### src/core/mpf_pkg.sv
// constants shared by the management and flow control register slice
package mpf_pkg;
  // ----------------------------------------
  // register offsets (byte addresses)
  // ----------------------------------------
  localparam int MPF_ADDR_W = 12;
  localparam logic [11:0] MPF_OFS_CMD = 12'h114;
  localparam logic [11:0] MPF_OFS_DATA = 12'h118;
  localparam logic [11:0] MPF_OFS_FLOW = 12'h11C;
  // ----------------------------------------
  // field positions
  // ----------------------------------------
  localparam int MPF_CMD_BUSY = 0;
  localparam int MPF_CMD_WSEL = 1;
  localparam int MPF_CMD_REG_LSB = 6;
  localparam int MPF_CMD_PHY_LSB = 11;
  localparam int MPF_FLOW_BUSY = 0;
  localparam int MPF_FLOW_EN = 1;
  localparam int MPF_FLOW_PASS = 2;
  localparam int MPF_FLOW_PT_LSB = 16;
  // ----------------------------------------
  // reset values
  // ----------------------------------------
  localparam logic [4:0] MPF_RST_PHY = 5'h00;
  localparam logic [4:0] MPF_RST_REG = 5'h00;
  localparam logic [15:0] MPF_RST_DATA = 16'h0000;
  localparam logic [15:0] MPF_RST_PT = 16'h0000;
  // ----------------------------------------
  // timing
  // ----------------------------------------
  localparam int MPF_CLK_KHZ = 100000;
  localparam int MPF_MDC_KHZ = 2500;
  localparam int MPF_MDC_HALF = MPF_CLK_KHZ / (2 * MPF_MDC_KHZ);
  // ----------------------------------------
  // management frame layout, msb sent first
  // ----------------------------------------
  localparam int MPF_FRAME_BITS = 64;
  localparam int MPF_TA_IDX = 46;
  localparam int MPF_DATA_IDX = 48;
  localparam logic [31:0] MPF_PREAMBLE = 32'hFFFFFFFF;
  localparam logic [1:0] MPF_ST = 2'h1;
  localparam logic [1:0] MPF_OP_RD = 2'h2;
  localparam logic [1:0] MPF_OP_WR = 2'h1;
  localparam logic [1:0] MPF_TA_WR = 2'h2;
  // ----------------------------------------
  // pause frame fields
  // ----------------------------------------
  localparam logic [47:0] MPF_PAUSE_DA = 48'h0180C2000001;
  localparam logic [15:0] MPF_CTRL_TYPE = 16'h8808;
  localparam logic [15:0] MPF_PAUSE_OP = 16'h0001;
  typedef enum logic [0:0] {MPF_IDLE, MPF_SHIFT} mpf_state_type;
endpackage

### src/core/mpf_regs.sv
// phy management and flow control registers of the mac
`timescale 1ns/1ps
`default_nettype none
module mpf_regs
  import mpf_pkg::*;
#(
  parameter int MDC_HALF = MPF_MDC_HALF
)
(
  input wire logic core_clk,
  input wire logic nrst,
  input wire logic [11:0] reg_addr,
  input wire logic [31:0] reg_wdata,
  input wire logic reg_wr,
  input wire logic reg_rd,
  output logic [31:0] reg_rdata,
  output logic mdc,
  output logic mdio_out,
  output logic mdio_oe,
  input wire logic mdio_in,
  input wire logic full_duplex,
  input wire logic tx_ctrl_done,
  output logic tx_ctrl_req,
  output logic [47:0] tx_ctrl_dest,
  output logic [15:0] tx_ctrl_type,
  output logic [15:0] tx_ctrl_opcode,
  output logic [15:0] tx_ctrl_time,
  output logic back_pressure,
  input wire logic rx_frame_end,
  input wire logic rx_is_pause,
  input wire logic rx_frame_ok,
  input wire logic rx_filter_force,
  input wire logic rx_addr_pass,
  output logic rx_status_valid,
  output logic rx_pkt_filter,
  output logic rx_pause_apply,
  output logic [15:0] rx_pause_quanta,
  input wire logic [15:0] rx_pause_field
);
  // ----------------------------------------
  // reset release and pin synchroniser
  // ----------------------------------------
  logic [1:0] rst_sync;
  logic rst_n;
  logic [2:0] mdio_sync;
  logic mdio_filt;

  always_ff @(posedge core_clk or negedge nrst)
  begin
    if (!nrst)
      rst_sync <= 2'h0;
    else
      rst_sync <= {rst_sync[0], 1'b1};
  end
  assign rst_n = rst_sync[1];

  // glitch filter: only second and third stage are compared
  always_ff @(posedge core_clk or negedge rst_n)
  begin
    if (!rst_n)
    begin
      mdio_sync <= 3'h7;
      mdio_filt <= 1'b1;
    end
    else
    begin
      mdio_sync <= {mdio_sync[1:0], mdio_in};
      if (mdio_sync[1] == mdio_sync[2])
        mdio_filt <= mdio_sync[2];
    end
  end

  // ----------------------------------------
  // register state
  // ----------------------------------------
  mpf_state_type state;
  logic [4:0] phy_addr;
  logic [4:0] phy_reg_index;
  logic phy_write_select;
  logic phy_access_busy;
  logic [15:0] mgmt_data;
  logic [15:0] pause_time_value;
  logic pass_ctrl_frames;
  logic flow_ctrl_enable;
  logic pause_busy;
  logic [63:0] frm;
  logic [15:0] rd_shift;
  logic [5:0] bit_idx;
  logic [7:0] div_cnt;

  // ----------------------------------------
  // address decode
  // ----------------------------------------
  wire hit_cmd = reg_addr == MPF_OFS_CMD;
  wire hit_data = reg_addr == MPF_OFS_DATA;
  wire hit_flow = reg_addr == MPF_OFS_FLOW;
  wire cmd_start = reg_wr && hit_cmd && !phy_access_busy
    && reg_wdata[MPF_CMD_BUSY];
  wire flow_busy = pause_busy | back_pressure;
  wire flow_start = reg_wr && hit_flow && !flow_busy
    && reg_wdata[MPF_FLOW_BUSY];
  wire [4:0] wr_reg = reg_wdata[MPF_CMD_REG_LSB +: 5];
  wire [4:0] wr_phy = reg_wdata[MPF_CMD_PHY_LSB +: 5];
  wire wr_sel = reg_wdata[MPF_CMD_WSEL];
  wire [63:0] new_frm = {MPF_PREAMBLE, MPF_ST,
    wr_sel ? MPF_OP_WR : MPF_OP_RD, wr_phy, wr_reg,
    MPF_TA_WR, mgmt_data};
  wire [31:0] cmd_view = {16'h0000, phy_addr, phy_reg_index, 4'h0,
    phy_write_select, phy_access_busy};
  wire [31:0] flow_view = {pause_time_value, 13'h0000,
    pass_ctrl_frames, flow_ctrl_enable, flow_busy};
  wire [31:0] rd_mux = hit_cmd ? cmd_view
    : hit_data ? {16'h0000, mgmt_data}
    : hit_flow ? flow_view : 32'h00000000;

  // ----------------------------------------
  // management clock phases
  // ----------------------------------------
  wire tick = div_cnt == 8'(MDC_HALF - 1);
  wire fall = tick && mdc;
  wire rise = tick && !mdc;
  wire last_bit = bit_idx == 6'(MPF_FRAME_BITS - 1);
  wire done = fall && last_bit;
  wire rd_phase = !phy_write_select
    && bit_idx >= 6'(MPF_TA_IDX);

  // ----------------------------------------
  // bus slave: read data the cycle after the strobe
  // ----------------------------------------
  always_ff @(posedge core_clk or negedge rst_n)
  begin
    if (!rst_n)
      reg_rdata <= 32'h00000000;
    else
      reg_rdata <= reg_rd ? rd_mux : 32'h00000000;
  end

  // ----------------------------------------
  // command and data registers
  // ----------------------------------------
  always_ff @(posedge core_clk or negedge rst_n)
  begin
    if (!rst_n)
    begin
      phy_addr <= MPF_RST_PHY;
      phy_reg_index <= MPF_RST_REG;
      phy_write_select <= 1'b0;
      mgmt_data <= MPF_RST_DATA;
    end
    else
    begin
      // writes during an access are dropped to protect the frame
      if (reg_wr && hit_cmd && !phy_access_busy)
      begin
        phy_addr <= wr_phy;
        phy_reg_index <= wr_reg;
        phy_write_select <= wr_sel;
      end
      if (reg_wr && hit_data && !phy_access_busy)
        mgmt_data <= reg_wdata[15:0];
      else if (done && !phy_write_select)
        mgmt_data <= rd_shift;
    end
  end

  // ----------------------------------------
  // management frame engine
  // ----------------------------------------
  always_ff @(posedge core_clk or negedge rst_n)
  begin
    if (!rst_n)
    begin
      state <= MPF_IDLE;
      phy_access_busy <= 1'b0;
      frm <= 64'h0000000000000000;
      rd_shift <= 16'h0000;
      bit_idx <= 6'h00;
      div_cnt <= 8'h00;
      mdc <= 1'b0;
      mdio_out <= 1'b0;
      mdio_oe <= 1'b0;
    end
    else
    begin
      case (state)
        MPF_IDLE:
        begin
          if (cmd_start)
          begin
            state <= MPF_SHIFT;
            phy_access_busy <= 1'b1;
            frm <= new_frm;
            bit_idx <= 6'h00;
            div_cnt <= 8'h00;
            mdio_out <= new_frm[63];
            mdio_oe <= 1'b1;
          end
        end
        MPF_SHIFT:
        begin
          div_cnt <= tick ? 8'h00 : div_cnt + 8'h01;
          if (tick)
            mdc <= !mdc;
          if (rise && bit_idx >= 6'(MPF_DATA_IDX))
            rd_shift <= {rd_shift[14:0], mdio_filt};
          if (done)
          begin
            state <= MPF_IDLE;
            phy_access_busy <= 1'b0;
            mdio_oe <= 1'b0;
            mdio_out <= 1'b0;
          end
          else if (fall)
          begin
            bit_idx <= bit_idx + 6'h01;
            frm <= {frm[62:0], 1'b0};
            mdio_out <= frm[62];
            // turnaround and data belong to the phy on a read
            mdio_oe <= !(!phy_write_select
              && bit_idx + 6'h01 >= 6'(MPF_TA_IDX));
          end
        end
        default:
          state <= MPF_IDLE;
      endcase
    end
  end

  // ----------------------------------------
  // flow control transmit side
  // ----------------------------------------
  always_ff @(posedge core_clk or negedge rst_n)
  begin
    if (!rst_n)
    begin
      pause_time_value <= MPF_RST_PT;
      pass_ctrl_frames <= 1'b0;
      flow_ctrl_enable <= 1'b0;
      pause_busy <= 1'b0;
      tx_ctrl_req <= 1'b0;
      tx_ctrl_dest <= 48'h000000000000;
      tx_ctrl_type <= 16'h0000;
      tx_ctrl_opcode <= 16'h0000;
      tx_ctrl_time <= 16'h0000;
      back_pressure <= 1'b0;
    end
    else
    begin
      if (reg_wr && hit_flow && !flow_busy)
      begin
        pause_time_value <= reg_wdata[MPF_FLOW_PT_LSB +: 16];
        pass_ctrl_frames <= reg_wdata[MPF_FLOW_PASS];
        flow_ctrl_enable <= reg_wdata[MPF_FLOW_EN];
      end
      // a new request wins over a completion in the same cycle
      if (flow_start)
      begin
        pause_busy <= 1'b1;
        tx_ctrl_req <= 1'b1;
        tx_ctrl_dest <= MPF_PAUSE_DA;
        tx_ctrl_type <= MPF_CTRL_TYPE;
        tx_ctrl_opcode <= MPF_PAUSE_OP;
        tx_ctrl_time <= reg_wdata[MPF_FLOW_PT_LSB +: 16];
      end
      else if (tx_ctrl_done)
      begin
        pause_busy <= 1'b0;
        tx_ctrl_req <= 1'b0;
      end
      back_pressure <= flow_ctrl_enable && !full_duplex;
    end
  end

  // ----------------------------------------
  // flow control receive side
  // ----------------------------------------
  wire pause_ok = rx_is_pause && rx_frame_ok;
  wire filt_flag = rx_filter_force ? rx_addr_pass
    : pause_ok ? pass_ctrl_frames : rx_addr_pass;

  always_ff @(posedge core_clk or negedge rst_n)
  begin
    if (!rst_n)
    begin
      rx_status_valid <= 1'b0;
      rx_pkt_filter <= 1'b0;
      rx_pause_apply <= 1'b0;
      rx_pause_quanta <= 16'h0000;
    end
    else
    begin
      rx_status_valid <= rx_frame_end;
      rx_pkt_filter <= rx_frame_end && filt_flag;
      rx_pause_apply <= rx_frame_end && pause_ok && full_duplex
        && flow_ctrl_enable;
      if (rx_frame_end && pause_ok)
        rx_pause_quanta <= rx_pause_field;
    end
  end
endmodule
`default_nettype wire

### config.mk
export PLATFORM = sky130hd
export DESIGN_NAME = mpf_regs
export DESIGN_NICKNAME = d
export VERILOG_FILES = /design/src/core/mpf_pkg.sv /design/src/core/mpf_regs.sv
export SDC_FILE = /design/constraint.sdc
export NUM_CORES = 1
export LEC_CHECK = 0
export BUFFER_PORTS_ARGS = -buffer_cell sky130_fd_sc_hd__buf_2
export CORE_ASPECT_RATIO = 2
export CORE_MARGIN = 2
export CORE_UTILIZATION = 28
export DETAILED_ROUTE_END_ITERATION = 10
export PLACE_DENSITY = 0.52
export RECOVER_POWER = 25
export REMOVE_ABC_BUFFERS = 1
export SYNTH_ARGS = -nofsm -noshare
export SYNTH_HDL_FRONTEND = slang
export SYNTH_SLANG_ARGS = --single-unit
### constraint.sdc
create_clock -name core_clk -period 20.8 [get_ports core_clk]
set_input_delay 1.04 -clock core_clk [delete_from_list [all_inputs] [get_ports core_clk]]
set_output_delay 1.04 -clock core_clk [all_outputs]
set_load 0.02 [all_outputs]
### After elaboration in Yosys (flattened, before gate mapping)

Cells that the tools add are included.
Widths: inputs -> output; s select.

* word-level logic and storage cells: 114
* output and inout bits: 152
* flip-flop bits (word level): 221

* equality and inequality tests: 11
* reduce and logical (&&, ||, !) cells: 33
* multiplexer cells: 34
* bitwise logic cells: 2
* magnitude comparators: 2
* add/subtract/negate cells: 2

Operators with widths (number)
* $mux 63: 3
* $mux 32: 4
* $pmux 63 s2: 1
* $eq 12x9->1 const B: 3
* $mux 16: 2
* $logic_and 1x1->1: 20
* $mux 6: 3
* $mux 8: 2
* $pmux 8 s2: 1
* $ge 6x6->1 const B: 2
* $mux 1: 12
* $pmux 6 s2: 1
* $add 8x1->8 const B: 1
* $eq 8x5->1 const B: 1
* $pmux 1 s2: 4
* $reduce_and 2->1: 4
* $add 6x1->6 const B: 1
* $eq 6x6->1 const B: 1
* $logic_not 1->1: 6
* $ne 2x1->1 const B: 2
* $ne 2x2->1 const B: 2
* $reduce_bool 2->1: 2
* $ne 3x1->1 const B: 1
* $reduce_and 3->1: 1
* 4 further kinds: 4

### Logic depth before layout (Yosys ltp)

Gate-level depths: netlist of the first run.

* word-level depth: 7
* gate-level depth with buffers: 8

### Worst setup path after synthesis of the first run

No wires, ideal clock.

* path kind: input-to-reg
* start: input reg_addr[9]
* end: register tx_ctrl_time[10]
* library setup time: 0.125 ns
* arrival time: 2.581 ns
* stages on the path: 6
* path slack: 18.094 ns
* path through: nor4b_1 and2_1 and4_1 buf_4 buf_4 mux2_2

* word-level cells in the longest chain between the ends: 4

RTL lines
* start: declaration: RTL line mpf_regs.sv:12 `input wire logic [11:0] reg_addr,`
* $eq 12x9->1: RTL line mpf_regs.sv:96 `wire hit_flow = reg_addr == MPF_OFS_FLOW;`
* $logic_and 1x1->1 (2 in a row): RTL line mpf_regs.sv:100 `wire flow_start = reg_wr && hit_flow && !flow_busy`
* $logic_and 1x1->1: RTL line mpf_regs.sv:101 `&& reg_wdata[MPF_FLOW_BUSY];`
* end signal: assignment: RTL line mpf_regs.sv:263 `tx_ctrl_time <= reg_wdata[MPF_FLOW_PT_LSB +: 16];`
* end: declaration: RTL line mpf_regs.sv:27 `output logic [15:0] tx_ctrl_time,`

No other way between the ends.
A chain may end at the register's enable or synchronous reset.

### Final worst setup path of the first run

* start: input reg_addr[1]
* end: register mgmt_data[2]

* word-level cells in the longest chain between the ends: 4
* elaborated cells between the ends (all ways): 5
* those cells by class: 1 x eq/ne; 1 x mux; 3 x reduce/logical

RTL lines
* $eq 12x9->1 *: RTL line mpf_regs.sv:95 `wire hit_data = reg_addr == MPF_OFS_DATA;`
* $logic_and 1x1->1 * (2 in a row): RTL line mpf_regs.sv:159 `if (reg_wr && hit_data && !phy_access_busy)`
* $mux 16 / $reduce_bool 2->1 (equally long branches)
* end signal: assignment: RTL line mpf_regs.sv:160 `mgmt_data <= reg_wdata[15:0];`
* end signal: assignment: RTL line mpf_regs.sv:162 `mgmt_data <= rd_shift;`
* end: declaration: RTL line mpf_regs.sv:81 `logic [15:0] mgmt_data;`

Every way passes the cells marked *; elsewhere a longest branch is shown, timed or not.

==> metrics.cfg, run 1 <==
[logic_synthesis]
synthCells=824
synth_compound_area_share_pct=7.657
syn_avg_cell_area_sq_um=11.76
synth-xor-area-share_pct=0.2711
ys_types=59
yosys_warnings=0
synth_top_family_by_area=multiplexers
syn_area_sq_um=9691
synth-simple-area-share_pct=11.32
seq_area_frac_synth_pct=56.60
synth-edff-count=0
async_flop_share_pct=100.0
synthAdderAreaFrac_pct=0.4906
synthMuxAreaShare_pct=14.00
synth-seq-cells=219
ys.flop_type=dfrtp_1

[cells_and_area]
nFillCells=3495
design_area_sq_um=11140
drive_above_1_share_pct=29.43
final_cells=1407
final_common_cell=dfrtp_1
fin_nets=1028
mostFrequentLayoutCells=dfrtp_1 (214), buf_2 (151), conb_1 (71)
area_growth_pct=14.96

[clocking]
cts_tree=yes
cts_hold_buffers=0
path_clk_slew_ps=70
clock_path_buffers=3
post-cts-setup-buffer-count=0
cts_root_buffer=clkbuf_16
numClockSinks=219
cts_buffers=21
postCtsResizedCells=0
clk_latency_ps=510
htree_levels=1

[placed_design]
post-place-cells=1371
place.gp.congestion=0.7511
dpl.hpwl_um=15090
placed_area_sq_um=10490
preCtsSetupSlack_ps=16870
io_buffers=153

[floorplanning]
core_area_sq_um=34230
rows=96
io_pins=224
die_x_um=135.5
initial_core_util_pct=28.31
die_h_um=267.1
die_area_sq_um=36200

[grt]
use_met2_pct=22.65
use_met3_pct=1.363
grt_pass1_wl_um=34640
antenna_found_initial=1
top_usage_layer=met2
grt_remaining_overflow=0
gr-usage-all-layers_pct=12.08
grt_pass1_vias=6384
use_met1_pct=13.13
grt_max_degree=164

[power]
power_switching_share_pct=23.38
pwr-share-clk_pct=43.8
ir_worst_vdd_mv=0.06336
internal_power_uw=669.1
p_comb_share_pct=6.0
finalPower_uw=873.4
power_density_nw_per_um2=78.39
seqPwrFrac_pct=50.2
power.switching_uw=204.2
leakagePower_uw=0.005564

[timing]
slew_viol_final=55
rsz0062_at_grt=false
fin_tns_setup_ps=0
period_share_pct=16.11
fin_crit_ps=3350
fin_skew_ps=16.05
worstMarginPinSlew_ps=2269
max_freq_mhz=298.5
slew_headroom_pct=-51.28
setup_viol=0
finalHoldViolCount=0
layout_setup_ws_ps=17450

[setup_path]
cp-end-kind=flip-flop
required_ps=21150
cp-start-kind=primary input
startpoint=reg_addr[1]
cp_max_fo=32
r2r-start=div_cnt[0]
path_class=in2reg
cp_slowest_stage_delay_ps=910
crit_chain=buf_2, nor3b_1, and4_1, and2_1, o21ai_0
cpMaxStageDelayCell=and2_1
r2r_cells=7
crit_arrival_ps=3700

[worst_hold_path]
hp-class=in2async

[run_status]
outcome=finished, violations left
violations=capacitance limit, slew limit

[job]
cap_violations=1

[drt]
num_vias=6191
drc=0
drtAntennaViolNets=0
drt_iter0_drc=180
drt-total-wl_um=21730
avgRoutedWirePerCell_um=15.45
vias_per_cell=4.400
first_pass_iters=4

## cell families after synthesis
group,Yosys count
adders and majority gates,4
muxes,122
and+or+nand+nor,203
buffers and inverters,143
AOI/OAI and AO/OA,128
DFF,219
xor gates and xnor gates,3
other,2
## metal layers
layer	routed length [um]	vias to the layer above
li1	-	2913
met1	8180	3050
met2	11830	186
met3	839	42
met4	885	0
met5	0	-
## power by group through the flow
stage / registers, uW / clock network, uW / logic, uW
CTS: 439 / 399 / 53.2
detailed placement: 447 / 0 / 53.2
floorplan: 458 / 0 / 19.6
global placement: 447 / 0 / 52.6
finish: 438 / 383 / 52.1
global route: 439 / 414 / 57.0
## critical path, delay by kind of cell
family                 cells  cell delay (ps)
AOI/OAI and AO/OA          1              230
and+or+nand+nor            3             2320
buffers and inverters      1              110
## cells in the mapped netlist, drive strengths merged (2+ instances only)
library cell,n,area [sq um]
dfrtp,215,5380
buf,94,723.2
mux2,78,915.9
nand2,66,250.2
o21ai,65,325.3
mux2i,44,440.4
nor2,35,131.4
clkbuf,25,106.4
inv,23,86.33
a21oi,22,110.1
and2,20,126.4
a31oi,19,118.9
nor3b,18,140.1
nor2b,16,100.1
a22oi,12,90.09
and3,11,71.31
nand3,11,65.06
dfstp,4,105.1
nand4,4,25.02
nor4b,4,56.30
and4,3,26.28
ha,3,37.54
nand2b,3,18.77
nand3b,3,22.52
nor3,3,15.01
a22o,2,17.52
conb,2,7.510
or3,2,12.51
xnor2,2,17.52
## path summary, 6_finish.rpt
| kind | to | slack (ps) |
|---|---|---|
| worst max register to register | frm[55] | 17550 |
| max in group asynchronous | frm[54] | 18010 |
| worst min-delay path | rst_sync[1] | 300 |
| min in group core_clk | rst_sync[1] | 350 |
| worst min register to register | rst_sync[1] | 350 |
| worst max-delay path | mgmt_data[2] | 17450 |
## sequential cells by signal, indices dropped and copies added (netlist names), 2 cells and up
register and cells:
frm 63, reg_rdata 32, mgmt_data 16, pause_time_value 16, rd_shift 16, rx_pause_quanta 16, tx_ctrl_time 16, div_cnt 8
bit_idx 6, phy_addr 5, phy_reg_index 5, mdio_sync 3, rst_sync 2
## layout make-up
| cell class | instances | area [sq um] | area share [%] |
|---|---|---|---|
| Sequential cell | 219 | 5487 | 49.25 |
| Clock buffer | 25 | 570.5 | 5.121 |
| Multi-Input combinational cell | 531 | 3533 | 31.72 |
| Tap cell | 441 | 551.8 | 4.953 |
| Timing Repair Buffer | 157 | 805.8 | 7.233 |
| Clock inverter | 10 | 103.9 | 0.9322 |
| Inverter | 23 | 86.33 | 0.7749 |
| Antenna cell | 1 | 2.502 | 0.02246 |
## metrics by stage
stage                     utilization, %  hold WS (ps)
after floorplan                        -         331.2
after global placement             30.63         337.8
after detailed placement           30.63         342.0
after CTS                          32.60         272.7
after global routing               32.54         292.3
final                              32.54         301.2
No activity file was read; power rests on OpenSTA's default activity.
==> run 2: changes to the inputs <==
--- a/config.mk
+++ b/config.mk
@@ -10,7 +10,7 @@
 export CORE_MARGIN = 2
 export CORE_UTILIZATION = 28
 export DETAILED_ROUTE_END_ITERATION = 10
-export PLACE_DENSITY = 0.52
+export PLACE_DENSITY = 0.54
 export RECOVER_POWER = 25
 export REMOVE_ABC_BUFFERS = 1
 export SYNTH_ARGS = -nofsm -noshare
==> constraint.sdc (replaced) <==
create_clock -name core_clk -period 3 [get_ports core_clk]
set_input_delay 0.15 -clock core_clk [delete_from_list [all_inputs] [get_ports core_clk]]
set_output_delay 0.15 -clock core_clk [all_outputs]
set_load 0.02 [all_outputs]
==> metrics.cfg, run 2 (same netlist as run 1, synthesis figures left out) <==
[cells_and_area]
largest_reg_flops=63  ; unchanged
multi_input_area_sq_um=3548  ; +0.42%
antenna_cells=0  ; -1
regArea_sq_um=5487  ; unchanged
drive_above_1_share_pct=25.85  ; -3.6 points
regMostFlops=frm
mostFrequentLayoutCells=dfrtp_1 (214), buf_2 (121), conb_1 (71)
reg_top3=frm x63, reg_rdata x32
fin_nets=1095  ; +6.5%
final_common_cell=dfrtp_1
final_cells=1474  ; +4.8%
nFillCells=3408  ; -2.5%
area_growth_pct=21.91

[grt]
antenna_found_initial=0  ; -1
gr-usage-all-layers_pct=12.24  ; +0.16 points
grt_max_degree=91  ; -45%
top_usage_layer=met2
use_met2_pct=22.47  ; -0.18 points
grt_pass1_vias=6628  ; +3.8%
grt_pass1_wl_um=35320  ; +2.0%
use_met3_pct=1.628  ; +0.27 points
grt_remaining_overflow=0  ; unchanged
use_met1_pct=13.73  ; +0.60 points

[floorplanning]
io_pins=224  ; unchanged
initial_core_util_pct=28.31  ; unchanged
die_x_um=135.5  ; unchanged
die_area_sq_um=36200  ; unchanged
die_h_um=267.1  ; unchanged
core_area_sq_um=34230  ; unchanged
rows=96  ; unchanged

[setup_path]
startpoint=div_cnt[0]
cp-start-kind=flip-flop
r2r-start=div_cnt[0]
r2r_cells=5  ; -2
path_class=reg2reg
crit_arrival_ps=2890  ; -810 ps
rr_endpoint=rd_shift[10]
reg2reg_setup_slack_ps=500  ; -17,050 ps
required_ps=3380  ; -17,770 ps
cp-end-kind=flip-flop
cp_max_fo=16  ; -50%

[drt]
drtAntennaViolNets=0  ; unchanged
avgRoutedWirePerCell_um=14.90  ; -3.5%
drt-total-wl_um=21970  ; +1.1%
first_pass_iters=4  ; unchanged
vias_per_cell=4.404  ; about the same
drc=0  ; unchanged
drt_iter0_drc=184  ; +2.2%
num_vias=6492  ; +4.9%

[worst_hold_path]
min_to=reg_rdata[2]
holdPathStages=3
min_from=reg_addr[2]
hp-class=in2reg

[timing]
finalHoldViolCount=0  ; unchanged
fin_tns_setup_ps=0  ; unchanged
slew_viol_final=51  ; -7.3%
fin_crit_ps=2505
max_freq_mhz=399.2
fin_skew_ps=11.19  ; -4.863 ps
rsz0062_at_grt=false
hold_slack_ps=16.54  ; -284.6 ps
layout_setup_ws_ps=495.3  ; -16,950 ps
period_share_pct=83.49
slew_headroom_pct=-48.21  ; +3.1 points
setup_viol=0  ; unchanged
worstMarginPinSlew_ps=2223  ; -46.05 ps

[run_status]
outcome=finished, violations left
violations=capacitance limit, slew limit

[placed_design]
place.gp.congestion=0.8117  ; +8.1%
dpl.hpwl_um=15230  ; +0.87%
io_buffers=153  ; unchanged
post-place-cells=1383  ; +0.88%
preCtsSetupSlack_ps=486.7  ; -16,380 ps

[clocking]
clock_path_buffers=3  ; unchanged
cts_buffers=20  ; -4.8%
cts_hold_buffers=56  ; +56
post-cts-setup-buffer-count=0  ; unchanged
postCtsResizedCells=0  ; unchanged
path_clk_slew_ps=70  ; about the same
clk_latency_ps=510  ; about the same
htree_levels=1  ; unchanged
cts_root_buffer=clkbuf_16
numClockSinks=219  ; unchanged
cts_tree=yes

[power]
leakagePower_uw=0.005768  ; +3.7%
finalPower_uw=6218  ; +610%
ir_worst_vdd_mv=0.4540  ; +620%
power_density_nw_per_um2=526.4  ; +570%

[job]
cap_violations=1  ; unchanged

[run 2: cell count changes in the layout (fill, tap and decap cells not counted), sizes merged]
cell | previous run | this run
clkinvlp | 0 | 1
clkbuf | 27 | 59
dlygate4sd3 | 0 | 56
diode | 1 | 0
buf | 155 | 135
clkinv | 8 | 6
bufinv | 2 | 3
[run 2: worst max-delay path by stage]
stage	slack, ps	endpoint	cells after the start
2_1_floorplan	-3550	back_pressure	0
6_report	500	rd_shift[10]	5
3_5_place_dp	490	rd_shift[10]	5
4_1_cts	470	rd_shift[10]	5
3_3_place_gp	590	rd_shift[13]	5
5_1_grt	210	mdio_sync[0]	1
[run 2: per-stage QoR]
stage | utilization, % | area, sq um
2_1_floorplan | - | 9107
3_3_place_gp | 30.96 | 10600
3_5_place_dp | 30.96 | 10600
4_1_cts | 34.65 | 11860
5_1_grt | 34.51 | 11810
6_report | 34.51 | 11810
[run 2: cell type report]
| cell class | count | share of cell area, % |
|---|---|---|
| Timing Repair Buffer | 225 | 12.18 |
| Inverter | 23 | 0.7308 |
| Tap cell | 441 | 4.671 |
| Clock buffer | 25 | 4.829 |
| Sequential cell | 219 | 46.44 |
| Multi-Input combinational cell | 531 | 30.04 |
| Clock inverter | 10 | 1.112 |
[run 2: critical path, stage by stage, from the launching register on]
cell	delay [ps]
dfrtp_1	390
ha_1	230
nor4b_4	390
nand3_2	210
or3_1	720
mux2_4	430
[run 2: layer usage]
metal  part of all wire [%]  up-vias
met1                     38     3193
met4                    4.2        0
met5                      0        -
met2                     54      196
met3                    4.1       43
li1                       -     3060
[run 2: where the power goes]
group | leakage [uW] | switching [uW] | internal (uW)
sequential | 0.00277 | 39.5 | 3000
clock | 0.000348 | 1140 | 1610
combinational | 0.00265 | 259 | 163
==> run 3: changes to the inputs <==
--- a/config.mk
+++ b/config.mk
@@ -5,12 +5,13 @@
 export SDC_FILE = /design/constraint.sdc
 export NUM_CORES = 1
 export LEC_CHECK = 0
+export ABC_AREA = 1
 export BUFFER_PORTS_ARGS = -buffer_cell sky130_fd_sc_hd__buf_2
 export CORE_ASPECT_RATIO = 2
 export CORE_MARGIN = 2
 export CORE_UTILIZATION = 28
 export DETAILED_ROUTE_END_ITERATION = 10
-export PLACE_DENSITY = 0.54
+export PLACE_DENSITY = 0.53
 export RECOVER_POWER = 25
 export REMOVE_ABC_BUFFERS = 1
 export SYNTH_ARGS = -nofsm -noshare
==> constraint.sdc (replaced) <==
create_clock -name core_clk -period 2.2 [get_ports core_clk]
set_input_delay 0.11 -clock core_clk [delete_from_list [all_inputs] [get_ports core_clk]]
set_output_delay 0.11 -clock core_clk [all_outputs]
set_load 0.02 [all_outputs]
==> metrics.cfg, run 3 <==
[logic_synthesis]
synthTopCellsByArea=dfrtp_1 (52%), nand2_1 (15%), buf_4 (6.0%), nand3_1 (4.5%), inv_1 (4.5%)
seq_area_frac_synth_pct=53.41  ; -3.2 points
synthCells=1241  ; +51%
async_flop_share_pct=100.0  ; unchanged
post-synth-top-area-fraction_pct=52.39  ; -3.1 points
ys_types=27  ; -54%
syn_avg_cell_area_sq_um=8.275  ; -30%
synth-seq-cells=219  ; unchanged
synth_common_cells=nand2_1 (402), dfrtp_1 (215), inv_1 (122), nand3_1 (92), buf_4 (82)
yosys_warnings=0  ; unchanged
syn_area_sq_um=10270  ; +6.0%
yosysMostFrequentCell=nand2_1
synth_top_cell_by_area=dfrtp_1
ys.flop_type=dfrtp_1
synth-edff-count=0  ; unchanged

[grt]
grt_pass1_wl_um=43440  ; +23%
grt_pass1_vias=8413  ; +27%
antenna_found_initial=0  ; unchanged
gr-usage-all-layers_pct=13.90  ; +1.7 points
grt_remaining_overflow=0  ; unchanged
grt_max_degree=71  ; -22%

[timing]
setup_viol=0  ; unchanged
max_freq_mhz=516.9  ; +29%
finalHoldViolCount=0  ; unchanged
hold_slack_ps=68.63  ; +52.10 ps
fin_crit_ps=1935  ; -570.1 ps
slew_headroom_pct=7.136  ; +55 points
slew_viol_final=0  ; -100%
fin_tns_setup_ps=0  ; unchanged
fin_skew_ps=19.66  ; +8.467 ps
period_share_pct=87.94  ; +4.4 points
rsz0062_at_grt=false
worstMarginPinSlew_ps=1393  ; -830.2 ps

[setup_path]
timing.critical_path.mode_cell=nand2_1
rr_endpoint=frm[22]
cp_slowest_stage_delay_ps=390  ; -330 ps
cp-start-kind=flip-flop
path_class=reg2reg
cpLargestDelayFamily=simple AND/OR/NAND/NOR gates
cp-end-kind=flip-flop
crit_arrival_ps=2330  ; -560 ps
cp.buffers_inverters=1  ; +1
cpMaxStageDelayCell=dfrtp_1
r2r-start=div_cnt[0]
reg2reg_setup_slack_ps=270  ; -230 ps
r2r_cells=9  ; +4
crit_chain=ha_1, nand2_1, nor2_1, nand3_1, o21ai_4, nand2_2, buf_12, nand2_1, nand2_1
required_ps=2590  ; -790 ps
cp_max_fo=46  ; +30

[power]
power.switching_uw=2000  ; +39%
p_comb_share_pct=7.1  ; +0.3 points
leakagePower_uw=0.006812  ; +18%
internal_power_uw=6561  ; +37%
ir_worst_vdd_mv=0.6352  ; +40%
power_switching_share_pct=23.37  ; +0.17 points
pwr-share-clk_pct=44.5  ; +0.2 points
seqPwrFrac_pct=48.3  ; -0.6 points
power_density_nw_per_um2=682.4  ; +30%

[floorplanning]
initial_core_util_pct=28.30  ; about the same
core_area_sq_um=36290  ; +6.0%
die_h_um=274.8  ; +2.9%
io_pins=224  ; unchanged
rows=99  ; +3.1%
die_area_sq_um=38320  ; +5.8%
die_x_um=139.4  ; +2.9%

[drt]
first_pass_iters=6  ; +2
vias_per_cell=4.382  ; -0.50%
avgRoutedWirePerCell_um=14.05  ; -5.7%
drt-total-wl_um=26660  ; +21%
drc=0  ; unchanged
num_vias=8313  ; +28%
drtAntennaViolNets=0  ; unchanged
drt_iter0_drc=352  ; +91%

[placed_design]
post-place-cells=1804  ; +30%
place.gp.congestion=0.8407  ; +3.6%
io_buffers=153  ; unchanged
dpl.hpwl_um=18120  ; +19%

[cells_and_area]
antenna_cells=0  ; unchanged
reg_top3=frm x63, reg_rdata x32
regMostFlops=frm
area_growth_pct=22.16
final_core_util_pct=34.57  ; +0.057 points
fin_nets=1505  ; +37%
largest_reg_flops=63  ; unchanged
mostFrequentLayoutCells=nand2_1 (400), dfrtp_1 (215), buf_2 (151)
drive_above_1_share_pct=18.85  ; -7.0 points
final_common_cell=nand2_1
final_cells=1897  ; +29%

[clocking]
cts_buffers=21  ; +5.0%
clock_path_buffers=3  ; unchanged
post-cts-setup-buffer-count=0  ; unchanged
numClockSinks=219  ; unchanged
path_clk_slew_ps=70  ; about the same
htree_levels=1  ; unchanged
cts_tree=yes
cts_root_buffer=clkbuf_16
clk_latency_ps=520  ; about the same
postCtsResizedCells=0  ; unchanged

[worst_hold_path]
min_to=reg_rdata[3]
holdPathStages=4  ; +1
min_from=reg_addr[2]
hp-class=in2reg

[run_status]
outcome=finished clean

[job]
cap_violations=0  ; -1

==> run 3: changes by cell type after synthesis, sizes merged, moves of 19 or more <==
| cell | delta |
|---|---|
| nand2 | +338 |
| inv | +101 |
| nand3 | +82 |
| mux2 | -62 |
| mux2i | -44 |
| or2 | +34 |
| nor2 | +32 |
| and2 | -20 |
| a31oi | -19 |
==> run 3: layer usage <==
layer | share of wire (%) | track usage [%] | up-vias
met5 | 0 | 0 | -
met3 | 4.3 | 1.828 | 55
met4 | 4.4 | 6.433 | 0
met1 | 38 | 15.19 | 3966
li1 | - | - | 4062
met2 | 54 | 26.39 | 230
==> run 3: area by class of cell <==
| cell class | count | area [sq um] |
|---|---|---|
| repair buffers | 237 | 1600 |
| fillers | 3807 | 23750 |
| well taps | 454 | 568.0 |
| clock inverters | 7 | 116.4 |
| flip-flops and latches | 219 | 5485 |
| multi-input cells | 827 | 3715 |
| inverters | 124 | 465.4 |
| clock buffers | 29 | 595.6 |
==> run 3: power by group through the flow <==
stage	registers, uW	logic (uW)	clock network (uW)
CTS	4140	622	3950
finish	4140	611	3810
floorplan	4330	199	0
detailed placement	4210	543	0
global route	4150	670	4120
global placement	4210	538	0
==> run 3: repair_timing <==
| action | 4_1_cts | 5_1_grt |
|---|---|---|
| endpoints found under the hold margin | 87 | 0 |
| hold buffers | 57 | 0 |
| setup endpoints to repair | 0 | 0 |
==> run 3: worst max path at each step <==
stage                     to   startpoint  slack [ps]  depth (start not counted)
2_1_floorplan  back_pressure  rst_sync[1]       -4350                          0
3_3_place_gp         frm[22]   div_cnt[0]         330                          9
3_5_place_dp         frm[35]   div_cnt[0]         250                          9
4_1_cts              frm[22]   div_cnt[0]         230                          9
5_1_grt         mgmt_data[7]   bit_idx[0]          40                          8
6_report             frm[22]   div_cnt[0]         270                          9
==> run 3: per-stage QoR <==
step,power [uW],setup WS (ps),instance area [sq um]
floorplan,4531,-4348,9661
global placement,4753,330.0,11290
detailed placement,4757,254.9,11290
CTS,8712,233.7,12580
global route,8933,39.47,12550
finish,8561,265.4,12550
==> run 3: tightest hold or removal path, cell delays in order <==
cell	delay, ps
buf_2	100
nor3_1	60
nand2_1	180
nor3_1	90
==> run 3: logic make-up after synthesis <==
kind of cell	count (synthesis)	share of synthesized area, %
AOI/OAI and AO/OA	103	5.166
buffers and inverters	264	12.99
other	2	0.07313
muxes	16	1.754
adders and majority gates	4	0.4630
DFF	219	53.41
xor gates and xnor gates	6	0.5117
and+or+nand+nor	627	25.63
